### src/rtl/spm_regs.svh
// Purpose: register offsets, field positions, reset values, timing counts
// Assumes: 8-bit registers on a byte-addressed register port
// Notes: included by spm package users
`ifndef SPM_REGS_SVH
`define SPM_REGS_SVH
`define SPM_OFS_SYS_FLAGS 8'h10
`define SPM_OFS_GLB_EVENTS 8'h11
`define SPM_OFS_TEMP_FLAGS 8'h19
`define SPM_OFS_TEMP_LO 8'h1A
`define SPM_OFS_TEMP_HI 8'h1B
`define SPM_OFS_TEMP_RESEED 8'hC0
`define SPM_OFS_TEMP_CHMUL 8'hC1
`define SPM_OFS_TEMP_CALMUL 8'hC2
`define SPM_OFS_TEMP_CALDIV 8'hC3
`define SPM_OFS_TEMP_CALOFS 8'hC4
`define SPM_OFS_PWR_MODE 8'hD2
`define SPM_OFS_NRM_RATE 8'hD3
`define SPM_OFS_LP_RATE 8'hD4
`define SPM_OFS_ULP_RATE 8'hD5
`define SPM_OFS_MODE_TIMER 8'hD6
`define SPM_OFS_SYS_SET 8'hD0
`define SPM_BIT_SHOW_RESET 7
`define SPM_BIT_SYSTEM_EVENT_FLAG 5
`define SPM_BIT_TEMP_EVENT 4
`define SPM_BIT_TEMP_TRIP 7
`define SPM_BIT_SLOW_OSC 4
`define SPM_BIT_ACK_RESET 6
`define SPM_BIT_OTP_SLOW 2
`define SPM_BIT_ULP_EN 6
`define SPM_BIT_AUTO_DIS 5
`define SPM_RST_PWR_MODE 8'h00
`define SPM_RST_RATE 8'h10
`define SPM_RST_ULP_RATE 8'h08
`define SPM_RST_TIMER 8'h0A
`define SPM_CLK_MHZ 125
`define SPM_MS_CYC (`SPM_CLK_MHZ * 1000)
`define SPM_ULP_STEP_MS 16
`define SPM_MODE_STEP_MS 500
`endif

### src/rtl/spm_pkg.sv
// Purpose: shared types for the power mode sequencer
// Assumes: nothing
// Notes: mode codes are fixed encodings of the mode field
package spm_pkg;
  typedef enum logic [1:0] {
    SPM_NORMAL = 2'b00,
    SPM_LOWPWR = 2'b01,
    SPM_ULP = 2'b10,
    SPM_HALT = 2'b11
  } spm_mode_t;
  typedef struct packed {
    logic wr;
    logic rd;
    logic [7:0] addr;
    logic [7:0] wdata;
  } spm_req_t;
  typedef struct packed {
    logic ch0_prox;
    logic activation;
    logic temp_event;
    logic temp_trip;
    logic [15:0] temp_value;
  } spm_sense_t;
endpackage : spm_pkg

### src/rtl/spm_ctrl.sv
// Purpose: power mode sequencer, report timers, reset and event flags
// Assumes: register port already decoded from the serial engine
// Notes: sense inputs are asynchronous and synchronised here
// Overview of operation
// all logic runs from main oscillator, 16 MHz by default; the millisecond count assumes a 125 MHz clock
// reduced speed gives 4 MHz; timers rescaled so intervals stay same; the millisecond count here uses one cycle count at both speeds
// host writes settings bit 4 to select reduced oscillator speed
// option bank bit 2 permanently forces reduced speed
// four modes: normal, low power, ultra-low power, halt
// host disables auto switching before entering or leaving halt
// auto switching by default; disable bit holds mode field selection
// normal mode senses every normal interval, 1 ms steps
// low power mode senses every low power interval, 1 ms steps
// low power senses all channels at reduced oscillator speed
// ultra-low power senses channel 0; others on full update cycles
// full update every 2^(n+1) ultra-low power intervals
// ultra-low power used only when its enable bit is set; with auto switching disabled the mode field selects it without that bit
// ultra-low power interval counts in 16 ms steps
// channel 0 proximity in ultra-low power returns to normal
// halt suspends sensing until host changes the mode
// no activation within mode time steps to next slower mode
// reset sets show-reset flag; host acknowledge bit clears it
// system event flag stays raised until reset acknowledged
// temperature event sets global events bit 4
// temperature trip sets flags bit 7, other bits zero
// die temperature read as low byte then high byte
// mode codes normal 00, low power 01, ultra-low 10, halt 11
`timescale 1ns/100ps
`default_nettype none
`include "spm_regs.svh"
module spm_ctrl import spm_pkg::*; #(
  parameter int MS_CYCLES = `SPM_MS_CYC
) (
  // clock and reset
  input wire logic i_clock,
  input wire logic i_reset_n,
  // register port
  input wire spm_req_t i_req,
  output logic [7:0] o_rdata,
  // option bank and sensing front end
  input wire logic i_otp_slow,
  input wire spm_sense_t i_sense,
  // sequencer outputs
  output spm_mode_t o_mode,
  output logic o_slow_osc,
  output logic o_sense_all,
  output logic o_sense_ch0
);
  localparam logic [31:0] MS_LIM = 32'(MS_CYCLES - 1);
  localparam logic [4:0] ULP_STEP = 5'(`SPM_ULP_STEP_MS);
  localparam logic [9:0] MODE_STEP = 10'(`SPM_MODE_STEP_MS);

  logic [7:0] pwr_r, nrm_r, lp_r, ulp_r, tmr_r;
  logic [7:0] reseed_r, chmul_r, calmul_r, caldiv_r, calofs_r;
  logic slow_sw_r, otp_slow_r, show_reset_r, temp_ev_r, temp_trip_r;
  logic [15:0] temp_r, temp_prev_r;
  spm_sense_t s1_r, s2_r;
  logic otp1_r;
  spm_mode_t mode_r, mode_nxt;
  logic [31:0] ms_cnt_r;
  logic ms_tick;
  logic [7:0] rate_cnt_r;
  logic [4:0] ulp_sub_r;
  logic [7:0] np_cnt_r;
  logic [9:0] step_ms_r;
  logic [7:0] idle_cnt_r;
  logic [7:0] rdata_nxt;
  logic ack_wr, sample, ulp_tick, mode_expire;

  // input synchronisers
  always_ff @(posedge i_clock) begin
    if (!i_reset_n) begin
      s1_r <= '0;
      s2_r <= '0;
      otp1_r <= 1'b0;
      otp_slow_r <= 1'b0;
    end else begin
      s1_r <= i_sense;
      s2_r <= s1_r;
      otp1_r <= i_otp_slow;
      otp_slow_r <= otp1_r;
    end
  end

  assign ack_wr = i_req.wr && i_req.addr == `SPM_OFS_SYS_SET &&
    i_req.wdata[`SPM_BIT_ACK_RESET];

  // writable settings
  always_ff @(posedge i_clock) begin
    if (!i_reset_n) begin
      pwr_r <= `SPM_RST_PWR_MODE;
      nrm_r <= `SPM_RST_RATE;
      lp_r <= `SPM_RST_RATE;
      ulp_r <= `SPM_RST_ULP_RATE;
      tmr_r <= `SPM_RST_TIMER;
      slow_sw_r <= 1'b0;
      reseed_r <= 8'h00;
      chmul_r <= 8'h00;
      calmul_r <= 8'h00;
      caldiv_r <= 8'h00;
      calofs_r <= 8'h00;
    end else if (i_req.wr) begin
      unique case (i_req.addr)
        `SPM_OFS_SYS_SET: slow_sw_r <= i_req.wdata[`SPM_BIT_SLOW_OSC];
        `SPM_OFS_PWR_MODE: pwr_r <= i_req.wdata;
        `SPM_OFS_NRM_RATE: nrm_r <= i_req.wdata;
        `SPM_OFS_LP_RATE: lp_r <= i_req.wdata;
        `SPM_OFS_ULP_RATE: ulp_r <= i_req.wdata;
        `SPM_OFS_MODE_TIMER: tmr_r <= i_req.wdata;
        `SPM_OFS_TEMP_RESEED: reseed_r <= i_req.wdata;
        `SPM_OFS_TEMP_CHMUL: chmul_r <= i_req.wdata;
        `SPM_OFS_TEMP_CALMUL: calmul_r <= i_req.wdata;
        `SPM_OFS_TEMP_CALDIV: caldiv_r <= i_req.wdata;
        `SPM_OFS_TEMP_CALOFS: calofs_r <= i_req.wdata;
        default: ;
      endcase
    end
  end

  // reset indication, set wins over acknowledge
  always_ff @(posedge i_clock) begin
    if (!i_reset_n) begin
      show_reset_r <= 1'b1;
    end else if (ack_wr) begin
      show_reset_r <= 1'b0;
    end
  end

  // temperature flags and value
  always_ff @(posedge i_clock) begin
    if (!i_reset_n) begin
      temp_ev_r <= 1'b0;
      temp_trip_r <= 1'b0;
      temp_r <= 16'h0000;
      temp_prev_r <= 16'h0000;
    end else begin
      temp_ev_r <= s2_r.temp_event;
      temp_trip_r <= s2_r.temp_trip;
      temp_prev_r <= s2_r.temp_value;
      // word taken only once two samples agree
      if (s2_r.temp_value == temp_prev_r) begin
        temp_r <= s2_r.temp_value;
      end
    end
  end

  // millisecond base, same MS_CYCLES count in either oscillator speed
  assign ms_tick = ms_cnt_r == MS_LIM;
  always_ff @(posedge i_clock) begin
    if (!i_reset_n || ms_tick) begin
      ms_cnt_r <= 32'h0000_0000;
    end else begin
      ms_cnt_r <= ms_cnt_r + 32'h0000_0001;
    end
  end

  // 16 ms sub-step for ultra-low power
  assign ulp_tick = ms_tick && ulp_sub_r == ULP_STEP - 5'h01;
  always_ff @(posedge i_clock) begin
    if (!i_reset_n || ulp_tick) begin
      ulp_sub_r <= 5'h00;
    end else if (ms_tick) begin
      ulp_sub_r <= ulp_sub_r + 5'h01;
    end
  end

  // report interval counter
  function automatic logic [7:0] rate_of(spm_mode_t m);
    unique case (m)
      SPM_NORMAL: rate_of = nrm_r;
      SPM_LOWPWR: rate_of = lp_r;
      SPM_ULP: rate_of = ulp_r;
      SPM_HALT: rate_of = 8'h00;
    endcase
  endfunction : rate_of

  assign sample = mode_r != SPM_HALT &&
    {1'b0, rate_cnt_r} + 9'h001 >= {1'b0, rate_of(mode_r)} &&
    (mode_r == SPM_ULP ? ulp_tick : ms_tick);
  always_ff @(posedge i_clock) begin
    if (!i_reset_n || sample || mode_r != mode_nxt) begin
      rate_cnt_r <= 8'h00;
    end else if (mode_r == SPM_ULP ? ulp_tick : ms_tick) begin
      rate_cnt_r <= rate_cnt_r + 8'h01;
    end
  end

  // full update cycle divider
  always_ff @(posedge i_clock) begin
    if (!i_reset_n || mode_r != SPM_ULP) begin
      np_cnt_r <= 8'h00;
    end else if (sample) begin
      np_cnt_r <= np_cnt_r + 8'h01;
    end
  end

  // inactivity mode timer in 500 ms steps
  assign mode_expire = idle_cnt_r >= tmr_r && ms_tick &&
    step_ms_r == MODE_STEP - 10'h001;
  always_ff @(posedge i_clock) begin
    if (!i_reset_n || s2_r.activation || mode_r != mode_nxt ||
        (ms_tick && step_ms_r == MODE_STEP - 10'h001)) begin
      step_ms_r <= 10'h000;
    end else if (ms_tick) begin
      step_ms_r <= step_ms_r + 10'h001;
    end
  end
  always_ff @(posedge i_clock) begin
    if (!i_reset_n || s2_r.activation || mode_r != mode_nxt) begin
      idle_cnt_r <= 8'h00;
    end else if (ms_tick && step_ms_r == MODE_STEP - 10'h001) begin
      idle_cnt_r <= idle_cnt_r + 8'h01;
    end
  end

  // mode sequencing
  always_comb begin
    mode_nxt = mode_r;
    if (pwr_r[`SPM_BIT_AUTO_DIS]) begin
      mode_nxt = spm_mode_t'(pwr_r[4:3]);
    end else begin
      unique case (mode_r)
        SPM_NORMAL: if (mode_expire) mode_nxt = SPM_LOWPWR;
        SPM_LOWPWR: begin
          if (s2_r.activation) begin
            mode_nxt = SPM_NORMAL;
          end else if (mode_expire && pwr_r[`SPM_BIT_ULP_EN]) begin
            mode_nxt = SPM_ULP;
          end
        end
        SPM_ULP: begin
          if (s2_r.ch0_prox || !pwr_r[`SPM_BIT_ULP_EN]) begin
            mode_nxt = SPM_NORMAL;
          end
        end
        SPM_HALT: mode_nxt = SPM_HALT;
      endcase
    end
  end

  always_ff @(posedge i_clock) begin
    if (!i_reset_n) begin
      mode_r <= SPM_NORMAL;
    end else begin
      mode_r <= mode_nxt;
    end
  end

  // sensing strobes and oscillator select
  function automatic logic np_due(logic [7:0] cnt, logic [2:0] sel);
    logic [7:0] msk;
    msk = 8'((9'h002 << sel) - 9'h001);
    np_due = (cnt & msk) == msk;
  endfunction : np_due

  always_ff @(posedge i_clock) begin
    if (!i_reset_n) begin
      o_slow_osc <= 1'b0;
      o_sense_all <= 1'b0;
      o_sense_ch0 <= 1'b0;
      o_mode <= SPM_NORMAL;
    end else begin
      o_slow_osc <= slow_sw_r || otp_slow_r || mode_r == SPM_LOWPWR;
      o_sense_ch0 <= sample;
      o_sense_all <= sample && (mode_r != SPM_ULP ||
        np_due(np_cnt_r, pwr_r[2:0]));
      o_mode <= mode_r;
    end
  end

  // register read
  always_comb begin
    rdata_nxt = 8'h00;
    unique case (i_req.addr)
      `SPM_OFS_SYS_FLAGS: rdata_nxt[`SPM_BIT_SHOW_RESET] = show_reset_r;
      `SPM_OFS_GLB_EVENTS: begin
        rdata_nxt[`SPM_BIT_SYSTEM_EVENT_FLAG] = show_reset_r;
        rdata_nxt[`SPM_BIT_TEMP_EVENT] = temp_ev_r;
      end
      `SPM_OFS_TEMP_FLAGS: rdata_nxt[`SPM_BIT_TEMP_TRIP] = temp_trip_r;
      `SPM_OFS_TEMP_LO: rdata_nxt = temp_r[7:0];
      `SPM_OFS_TEMP_HI: rdata_nxt = temp_r[15:8];
      `SPM_OFS_SYS_SET: rdata_nxt[`SPM_BIT_SLOW_OSC] = slow_sw_r;
      `SPM_OFS_PWR_MODE: rdata_nxt = pwr_r;
      `SPM_OFS_NRM_RATE: rdata_nxt = nrm_r;
      `SPM_OFS_LP_RATE: rdata_nxt = lp_r;
      `SPM_OFS_ULP_RATE: rdata_nxt = ulp_r;
      `SPM_OFS_MODE_TIMER: rdata_nxt = tmr_r;
      `SPM_OFS_TEMP_RESEED: rdata_nxt = reseed_r;
      `SPM_OFS_TEMP_CHMUL: rdata_nxt = chmul_r;
      `SPM_OFS_TEMP_CALMUL: rdata_nxt = calmul_r;
      `SPM_OFS_TEMP_CALDIV: rdata_nxt = caldiv_r;
      `SPM_OFS_TEMP_CALOFS: rdata_nxt = calofs_r;
      default: rdata_nxt = 8'h00;
    endcase
  end

  always_ff @(posedge i_clock) begin
    if (!i_reset_n) begin
      o_rdata <= 8'h00;
    end else if (i_req.rd) begin
      o_rdata <= rdata_nxt;
    end
  end
endmodule : spm_ctrl
`default_nettype wire

### config.mk
export PLATFORM = sky130hd
export DESIGN_NAME = spm_ctrl
export DESIGN_NICKNAME = d
export VERILOG_FILES = /design/src/rtl/spm_pkg.sv /design/src/rtl/spm_ctrl.sv
export VERILOG_INCLUDE_DIRS = /design/src /design/src/rtl
export SDC_FILE = /design/constraint.sdc
export NUM_CORES = 1
export LEC_CHECK = 0
export BUFFER_PORTS_ARGS = -buffer_cell sky130_fd_sc_hd__clkbuf_2
export CAP_MARGIN = 15
export CORE_MARGIN = 2
export CORE_UTILIZATION = 45
export DETAILED_ROUTE_END_ITERATION = 8
export GPL_TIMING_DRIVEN = 0
export SLEW_MARGIN = 40
export SYNTH_ARGS = -nofsm -noshare
export SYNTH_HDL_FRONTEND = slang
export SYNTH_SLANG_ARGS = --single-unit
export TNS_END_PERCENT = 50
### constraint.sdc
create_clock -name i_clock -period 2.8 [get_ports i_clock]
set_input_delay 0.28 -clock i_clock [delete_from_list [all_inputs] [get_ports i_clock]]
set_output_delay 0.28 -clock i_clock [all_outputs]
set_load 0.02 [all_outputs]
Word level (Yosys, flattened, before mapping). Cells that the tools add are included.

Output and inout bits: 13. Bits in registers: 244. Word-level logic and storage cells: 128.

Reductions and logical operators: 36. Order comparisons: 2. Bitwise operators: 1. Multiplexer cells: 13. Equality and inequality tests: 27. Add/sub/neg operators: 8. Shift operators: 1.

Operator list (number): $eq 8x8->1 const B (11); $pmux 4 s12 (1); $eq 8x5->1 const B (5); $add 32x1->32 const B (1); $eq 32x17->1 const B (1); $pmux 8 s4 (1); $pmux 1 s14 (2); $add 8x1->8 const B (3); $reduce_and 2->1 (11); $eq 16x16->1 (1); $pmux 1 s13 (1); $logic_or 1x1->1 (12); $pmux 1 s12 (1); $add 10x1->10 const B (1); $eq 10x9->1 const B (1); $logic_and 1x1->1 (10); $mux 2 (5); $add 8x1->9 const B (1); $ge 9x8->1 (1); $and 8x8->8 (1); $eq 8x8->1 (1); $ge 8x8->1 (1); $pmux 2 s4 (1); $shl 2x3->8 const A (1); other kinds (10) (13).

Longest topological paths before layout. Gate-level depths: netlist of the first run.

Word-level depth: 11. Mapped depth: 13.

Worst setup path after synthesis of the first run. No wires, ideal clock.

Kind: reg2reg. Start: reg mode_r[1]. End: reg rate_cnt_r[0]. Cell stages (with the launch flop): 14. Data required time: 2733 ps. Clock period less this slack: 2929 ps. Setup slack: -129 ps. Arrival: 2861 ps. Path through: dfxtp_1 -> clkbuf_1 -> clkbuf_1 -> mux2i_1 -> nor2_1 -> a21oi_1 -> ha_1 -> a21oi_1 -> a21boi_0 -> a311oi_1 -> a211o_1 -> buf_1 -> nand3_1 -> nor2_1.

Word-level cells in the longest chain between the ends: 7.

Ends and longest elaborated chain: start, declared (line spm_ctrl.sv:59) `spm_mode_t mode_r, mode_nxt;`; start signal, assigned (line spm_ctrl.sv:245) `mode_r <= mode_nxt;`; $eq 2x2->1 (tied with other cells) (line spm_ctrl.sv:169, spm_ctrl.sv:222); $pmux 8 s4 (line spm_ctrl.sv:169) `unique case (m)`; $ge 9x8->1 (line spm_ctrl.sv:178) `{1'b0, rate_cnt_r} + 9'h001 >= {1'b0, rate_of(mode_r)} &&`; $logic_and 1x1->1 (line spm_ctrl.sv:177) `assign sample = mode_r != SPM_HALT &&`; $logic_and 1x1->1 (line spm_ctrl.sv:178); $logic_or 1x1->1 (2 in series) (line spm_ctrl.sv:181) `if (!i_reset_n || sample || mode_r != mode_nxt) begin`; end signal, assigned (line spm_ctrl.sv:184) `rate_cnt_r <= rate_cnt_r + 8'h01;`; end, declared (line spm_ctrl.sv:62) `logic [7:0] rate_cnt_r;`.

Several ways; a longest one is shown, not always the timed one. A chain may end at the register's enable or synchronous reset.

Worst setup path after layout of the first run.
Start: reg rate_cnt_r[2]. End: reg np_cnt_r[6].

Word-level cells in the longest chain between the ends: 4.

Ends and longest elaborated chain: $add 8x1->9 (line spm_ctrl.sv:178); $ge 9x8->1 (line spm_ctrl.sv:178); $logic_and 1x1->1 (line spm_ctrl.sv:177); $logic_and 1x1->1 (line spm_ctrl.sv:178); end signal, assigned (line spm_ctrl.sv:193) `np_cnt_r <= np_cnt_r + 8'h01;`; end, declared (line spm_ctrl.sv:64) `logic [7:0] np_cnt_r;`.

No other way between the ends.

==> results by group, run 1 <==
Run status
  • Status: finished, final reports clean

Floorplan
  • Die Footprint: 0.0251 sq mm
  • Die width: around 160 um
  • CORE AREA: 0.0234 sq mm
  • Die height: roughly 160 um
  • Core Rows: 56
  • Starting Density: 0.458
  • IO Count: 54

Synthesis
  • Synth Warn #: 0
  • Post-synthesis cell count: around 1200
  • Post-Synth Adder-Cell Area: 0.0278
  • Post-Synth Simple-Gate Area: 0.242
  • Cell Area, Synth: approximately 0.011 sq mm
  • Proportion of synthesized area in mux cells: 0.0750
  • Post-synth EDFFs: 0
  • Post-Syn Nets: between 1000 and 1500
  • Sequential share of the synthesized area: 0.456
  • Async SR Flop Fraction: 0
  • Flops & latches, synth: 244
  • Largest family of logic cells by synthesized area: simple AND/OR/NAND/NOR gates
  • Compound-Gate Fraction of Synth Area: 0.104
  • Post-synthesis xor/xnor area fraction: 0.0629
  • Synth Flop Type: dfxtp_1
  • Distinct cells, synth: around 70
  • Syn Area/Cell: ~9 sq um

Critical path
  • Critical R2R Capture: np_cnt_r[6]
  • Worst Setup Start Kind: flop
  • Worst R2R Path Depth: 13
  • Worst path required time: 3220 ps
  • Worst path arrival time: 3140 ps
  • CP Max Fanout: 10
  • Setup CP Type: flop to flop
  • Worst R2R Start: rate_cnt_r[2]
  • Reg2reg setup slack: ~74 ps
  • Crit end category: flop

Power
  • Pwr Total: approximately 7.5 mW
  • Pwr/cell area: roughly 590 mW/mm^2
  • Maximum vdd drop: 0.509 mV
  • Comb pwr share: 0.044
  • LEAKAGE: slightly below 5 nW
  • P_sw: roughly 1.6 mW
  • Sw Share: 0.221
  • Clk pwr share: 0.481
  • Part of the power in registers: 0.475
  • Internal power: between 5 and 6 mW

Timing
  • Worst hold margin: a little under 200 ps
  • Final hold violations: 0
  • Fin. max-slew vios: 0
  • Worst rel slew slack: 0.442
  • Slew at the pin with the worst max-slew slack: roughly 830 ps
  • Final setup vio count: 0
  • Worst clock skew: about 13 ps
  • Period utilisation layout: 0.973
  • Tmin final: between 2000 and 3000 ps
  • RSZ-0062 raised after global routing: yes
  • Max Fclk: between 300 and 400 MHz
  • Final worst setup slack: ~74 ps

Finish
  • Fin nets: 1370
  • Commonest cells after routing, fill and taps aside: dfxtp_1 (241), nor2_1 (166), nand2_1 (125), mux2i_1 (78)
  • Most common cell after layout, fill and taps aside: dfxtp_1
  • Fillers: ~2200
  • P&R area growth vs syn: 17.4%
  • Antenna cells: 0
  • Share of layout cells above drive strength 1: 0.0981
  • Area of the multi-input gates: 0.00557 sq mm
  • Register area: between 0.004 and 0.005 sq mm
  • Post-Layout Cell Count: around 1600
  • Finished Core Util: 0.537

Global route
  • Gr ovfl total: 0
  • First-pass GRT wire length: 45.4 mm
  • Largest net degree at the start of global routing: 15
  • Number of global-route vias before repair: roughly 8500
  • Initial antenna violation count: 0
  • Tot GR Track Use: 0.231

Placed design
  • Worst slack, placed: -781 ps
  • Dpl hpwl: ~20 mm
  • Placed Cells: about 1600
  • I/O Buffers: 43
  • RePlAce Congestion: 0.914

Drt
  • Via density: between 5 and 6
  • Detailed-route via count: between 8000 and 9000
  • Routed len/inst: about 17 um
  • Routed Wire Length: ~29 mm
  • Antenna viol nets, final: 0
  • DRC Markers: 0
  • Drt first pass iters: 5
  • Iter 0 DRT Violations: 787

Worst hold path
  • Hold Path Stages: 4
  • Worst Hold Endpoint: show_reset_r
  • Hold Crit Class: input pin to flop
  • Min-delay src: i_req[12]

Clock network
  • CTS tree: yes
  • Root buf cell: clkbuf_16
  • CTS H-tree depth: 1
  • Cts bufs inserted: 27
  • Worst skew pair latency: 540 ps
  • Clock Tree Buf Depth: 3
  • Clock transition at the registers of the reported paths: about 60 ps
  • CTS Sinks: around 240

Run
  • MaxCap Viol Count: 0
-- area by class of cell --
type                            instances  share of cell area
Clock inverter                          3             0.00637
Sequential cell                       244               0.389
Timing Repair Buffer                   66              0.0352
Multi-Input combinational cell        879               0.443
Buffer                                 67              0.0234
Clock buffer                           45              0.0655
Tap cell                              319              0.0317
Inverter                               21             0.00627
-- worst max-delay path: stages, from the launching register on --
cell and delay, ps:
dfxtp_4 360, and3_4 190, and3_4 180, and3_4 180, xor2_1 140, ha_1 290, nand4_1 90, nor2_1 100
o31ai_1 80, a211o_2 400, buf_4 150, buf_6 140, o31ai_2 210, a21oi_1 80
-- cell families after synthesis --
group / count (synthesis)
simple gates: 529
buf+inv: 89
xor+xnor: 77
compound gates: 169
fa+ha+maj: 24
mux: 80
flops: 244
-- metrics by stage --
step	cell area (sq um)	setup TNS [ps]
2_1_floorplan	10700	0
3_3_place_gp	11300	-11140
3_5_place_dp	11300	-11170
4_1_cts	12500	0
5_1_grt	12600	-184
6_report	12600	0
-- metal layers --
metal | GRT usage | wire length (um)
met5 | 0 | 0
met4 | 0.0751 | 919
met3 | 0.0359 | 1780
met2 | 0.368 | 12600
met1 | 0.321 | 13400
-- state kept, by name, summed over array words and instances, names as in the netlist, 10 cells and up --
name         count
ms_cnt_r        32
temp_prev_r     16
step_ms_r       10
s2_r            20
temp_r          16
s1_r            20
-- worst max path at each step --
stage,startpoint,to,slack (ps),depth (start not counted)
after global placement,mode_r[1],rate_cnt_r[5],-780,12
after floorplan,mode_r[1],rate_cnt_r[0],40,13
after CTS,mode_r[0],np_cnt_r[7],2,10
after global routing,rate_cnt_r[2],np_cnt_r[6],-50,13
after detailed placement,mode_r[1],rate_cnt_r[5],-780,12
final,rate_cnt_r[2],np_cnt_r[6],70,13
-- cell usage after synthesis (3+ instances only) --
| cell | number | share of area |
|---|---|---|
| a211o_1 | 3 | 0.0025 |
| a21boi_0 | 3 | 0.0021 |
| a21o_1 | 4 | 0.0028 |
| a21oi_1 | 68 | 0.032 |
| a221oi_1 | 3 | 0.0025 |
| a222oi_1 | 4 | 0.0037 |
| a22o_1 | 5 | 0.0041 |
| a22oi_1 | 17 | 0.012 |
| a31oi_1 | 4 | 0.0023 |
| a32oi_1 | 3 | 0.0025 |
| and2_1 | 66 | 0.039 |
| and3_1 | 18 | 0.011 |
| and4_1 | 5 | 0.0041 |
| buf_1 | 5 | 0.0018 |
| buf_2 | 9 | 0.0042 |
| clkbuf_1 | 53 | 0.019 |
| dfxtp_1 | 244 | 0.46 |
| ha_1 | 23 | 0.027 |
| inv_1 | 21 | 0.0074 |
| mux2i_1 | 78 | 0.073 |
| nand2_1 | 125 | 0.044 |
| nand2b_1 | 3 | 0.0018 |
| nand3_1 | 45 | 0.021 |
| nand4_1 | 18 | 0.011 |
| nor2_1 | 167 | 0.059 |
| nor2b_1 | 8 | 0.0047 |
| nor3_1 | 22 | 0.010 |
| nor4_1 | 18 | 0.011 |
| nor4b_1 | 4 | 0.0033 |
| o2111ai_1 | 3 | 0.0025 |
| o21ai_0 | 18 | 0.0084 |
| o221ai_1 | 4 | 0.0033 |
| o22ai_1 | 6 | 0.0035 |
| o31ai_1 | 4 | 0.0028 |
| or3_1 | 6 | 0.0035 |
| or4_1 | 3 | 0.0021 |
| or4b_1 | 3 | 0.0028 |
| xnor2_1 | 25 | 0.020 |
| xor2_1 | 52 | 0.043 |
-- power groups by stage --
stage	registers, mW	clock network, mW	logic [mW]
global route	3.54	3.78	0.355
floorplan	3.61	0	0.180
CTS	3.54	3.64	0.325
global placement	3.62	0	0.298
detailed placement	3.62	0	0.300
finish	3.54	3.59	0.328
-- repair_timing --
action	in CTS	in global routing
endpoints found under the setup margin	18	17
pin swaps	2	5
endpoints found under the hold margin	22	0
setup buffers	0	1
resized for setup	16	19
hold buffers	22	0
Note: power is estimated with default switching activity, not from simulation.
==> run 2: changes to the inputs <==
--- a/config.mk
+++ b/config.mk
@@ -8,10 +8,13 @@
 export LEC_CHECK = 0
 export BUFFER_PORTS_ARGS = -buffer_cell sky130_fd_sc_hd__clkbuf_2
 export CAP_MARGIN = 15
+export CELL_PAD_IN_SITES_DETAIL_PLACEMENT = 1
+export CELL_PAD_IN_SITES_GLOBAL_PLACEMENT = 2
 export CORE_MARGIN = 2
-export CORE_UTILIZATION = 45
+export CORE_UTILIZATION = 35
 export DETAILED_ROUTE_END_ITERATION = 8
 export GPL_TIMING_DRIVEN = 0
+export PLACE_DENSITY_LB_ADDON = 0.1
 export SLEW_MARGIN = 40
 export SYNTH_ARGS = -nofsm -noshare
 export SYNTH_HDL_FRONTEND = slang
==> run 2 against run 1 <==
Effect of this change: combinational power rose by 4%; flip-flop and latch count did not move; maximum frequency fell by 0.75%; design area rose by 2.4%; core utilization fell by 11 points; count of clock-buffer cells in the layout fell by 3; sequential share of layout area fell by 0.87 points; sequential power barely moved; register-to-register slack got worse by 20 ps; critical endpoint is now np_cnt_r[7].
==> results by group, run 2 (synthesized netlist as in run 1, its figures left out) <==
Finish
  • Most common cell after layout, fill and taps aside: dfxtp_1
  • Fin nets: about 1400
  • Area of the multi-input gates: 0.00561 sq mm
  • Share of layout cells above drive strength 1: 0.110
  • Post-route cell area: roughly 0.013 sq mm
  • Fillers: ~3500
  • P&R area growth vs syn: 20.1%
  • Top flop regs: ms_cnt_r (32), s1_r (20), s2_r (20)
  • Commonest cells after routing, fill and taps aside: dfxtp_1 (240), nor2_1 (166), nand2_1 (125), mux2i_1 (78), and2_1 (66)
  • Register area: between 0.004 and 0.005 sq mm
  • Antenna cells: 0
  • Register with the most flip-flops: ms_cnt_r
  • Largest register FFs: 32
  • Post-Layout Cell Count: 1732

Timing
  • Period utilisation layout: 0.981
  • Worst rel slew slack: 0.433
  • RSZ-0062 raised after global routing: yes
  • Fin. max-slew vios: 0
  • Worst hold margin: between 100 and 150 ps
  • Final setup vio count: 0
  • Tmin final: 2750 ps
  • Max Fclk: between 300 and 400 MHz
  • Slew at the pin with the worst max-slew slack: 850 ps
  • Final hold violations: 0
  • Worst clock skew: around 34 ps

Placed design
  • Placed Area: 0.0114 sq mm
  • I/O Buffers: 43
  • Placed Cells: roughly 1700
  • RePlAce Congestion: 0.808
  • Dpl hpwl: roughly 25 mm

Critical path
  • Slowest CP cell: or4b_4
  • Cell family with most CP delay: simple AND/OR/NAND/NOR gates
  • CP Max Fanout: 7
  • Worst Setup Start Kind: flop
  • Crit path buf inv count: 0
  • Crit path largest cell delay: between 400 and 500 ps
  • Worst path arrival time: approximately 3200 ps
  • Top cell by count, worst path: and3_4
  • Crit end category: flop
  • Setup CP Type: flop to flop
  • CP Cell Sequence: and3_4 -> and3_4 -> and3_4 -> xor2_2 -> ha_1 -> nand4_1 -> nor2_1 -> o31ai_2 -> a211o_4 -> or4b_4 -> a21oi_2
  • Worst path required time: about 3300 ps

Clock network
  • Clock transition at the registers of the reported paths: 60 ps
  • Clock Tree Buf Depth: 3
  • Root buf cell: clkbuf_16
  • CTS Sinks: between 200 and 250
  • Cts bufs inserted: 28
  • CTS tree: yes
  • CTS H-tree depth: 1
  • Worst skew pair latency: 570 ps

Run
  • MaxCap Viol Count: 0

Drt
  • DRC Markers: 0
  • Antenna viol nets, final: 0
  • Routed len/inst: slightly below 20 um
  • Routed Wire Length: ~34 mm
  • Detailed-route via count: between 9000 and 10000
  • Via density: ~5.2
  • Iter 0 DRT Violations: roughly 460
  • Drt first pass iters: 5

Global route
  • Number of global-route vias before repair: roughly 9200
  • First-pass GRT wire length: 53.3 mm
  • Gr ovfl total: 0
  • Initial antenna violation count: 1
  • Largest net degree at the start of global routing: 16
  • Tot GR Track Use: 0.216

Power
  • LEAKAGE: about 5.0 nW
  • Pwr/cell area: just over 600 mW/mm^2
  • Maximum vdd drop: slightly above 0.4 mV

Floorplan
  • Die height: 179 um
  • Die Footprint: about 0.032 sq mm
  • CORE AREA: 0.0303 sq mm
  • Core Rows: 64
  • Starting Density: 0.353
  • IO Count: between 50 and 60
  • Die width: about 180 um

Worst hold path
  • Hold Crit Class: input pin to flop

Run status
  • Status: finished, final reports clean
-- run 2: final cells by class --
class                   instances  share of cell area
plain buffers                  67              0.0226
inverters                      21             0.00612
repair buffers                 73              0.0385
flip-flops and latches        244               0.380
multi-input cells             879               0.436
clock buffers                  42              0.0624
clock inverters                10              0.0160
well taps                     396              0.0385
-- run 2: worst reg2reg max path, cell delays in order, from the launching register on --
cell	delay, ps
dfxtp_4	350
and3_4	190
and3_4	190
and3_4	190
xor2_2	140
ha_1	290
nand4_1	90
nor2_1	150
o31ai_2	100
a211o_4	390
or4b_4	490
a21oi_2	110
-- run 2: per-stage QoR --
step | TNS [ps] | worst slack (ps) | power [mW] | utilization
6_report | 0 | 53.6 | 7.86 | 0.424
5_1_grt | -117 | -79.5 | 8.15 | 0.424
4_1_cts | 0 | 24.4 | 7.97 | 0.420
3_5_place_dp | -14490 | -981 | 3.94 | 0.377
3_3_place_gp | -14420 | -956 | 3.94 | 0.376
2_1_floorplan | 0 | 43.0 | 3.79 | -
-- run 2: power breakdown --
| group | switching, mW | internal, mW |
|---|---|---|
| sequential | 0.0270 | 3.52 |
| clock | 1.52 | 2.45 |
| combinational | 0.225 | 0.115 |
| total | 1.78 | 6.08 |
-- run 2: path summary, 6_finish.rpt --
kind	start	end	slack, ps	cells after the start
worst max register to register	rate_cnt_r[2]	np_cnt_r[7]	50	11
worst min register to register	s1_r[15]	s2_r[15]	420	1
worst max-delay path	rate_cnt_r[2]	np_cnt_r[7]	50	11
worst min-delay path	i_req[12]	show_reset_r	140	4
-- run 2: layer usage --
layer	vias to the layer above	share of wire	track usage
li1	4410	-	-
met1	4515	0.50	0.305
met2	129	0.45	0.349
met3	37	0.034	0.0282
met4	0	0.016	0.0471
met5	-	0	0
-- run 2: what timing repair did --
action,in CTS,in global routing
pin swaps,3,8
cloned,0,0
endpoints found under the hold margin,22,0
gates resized for setup,19,19
setup endpoints to repair,18,18
hold buffers,22,0
setup buffers,3,5
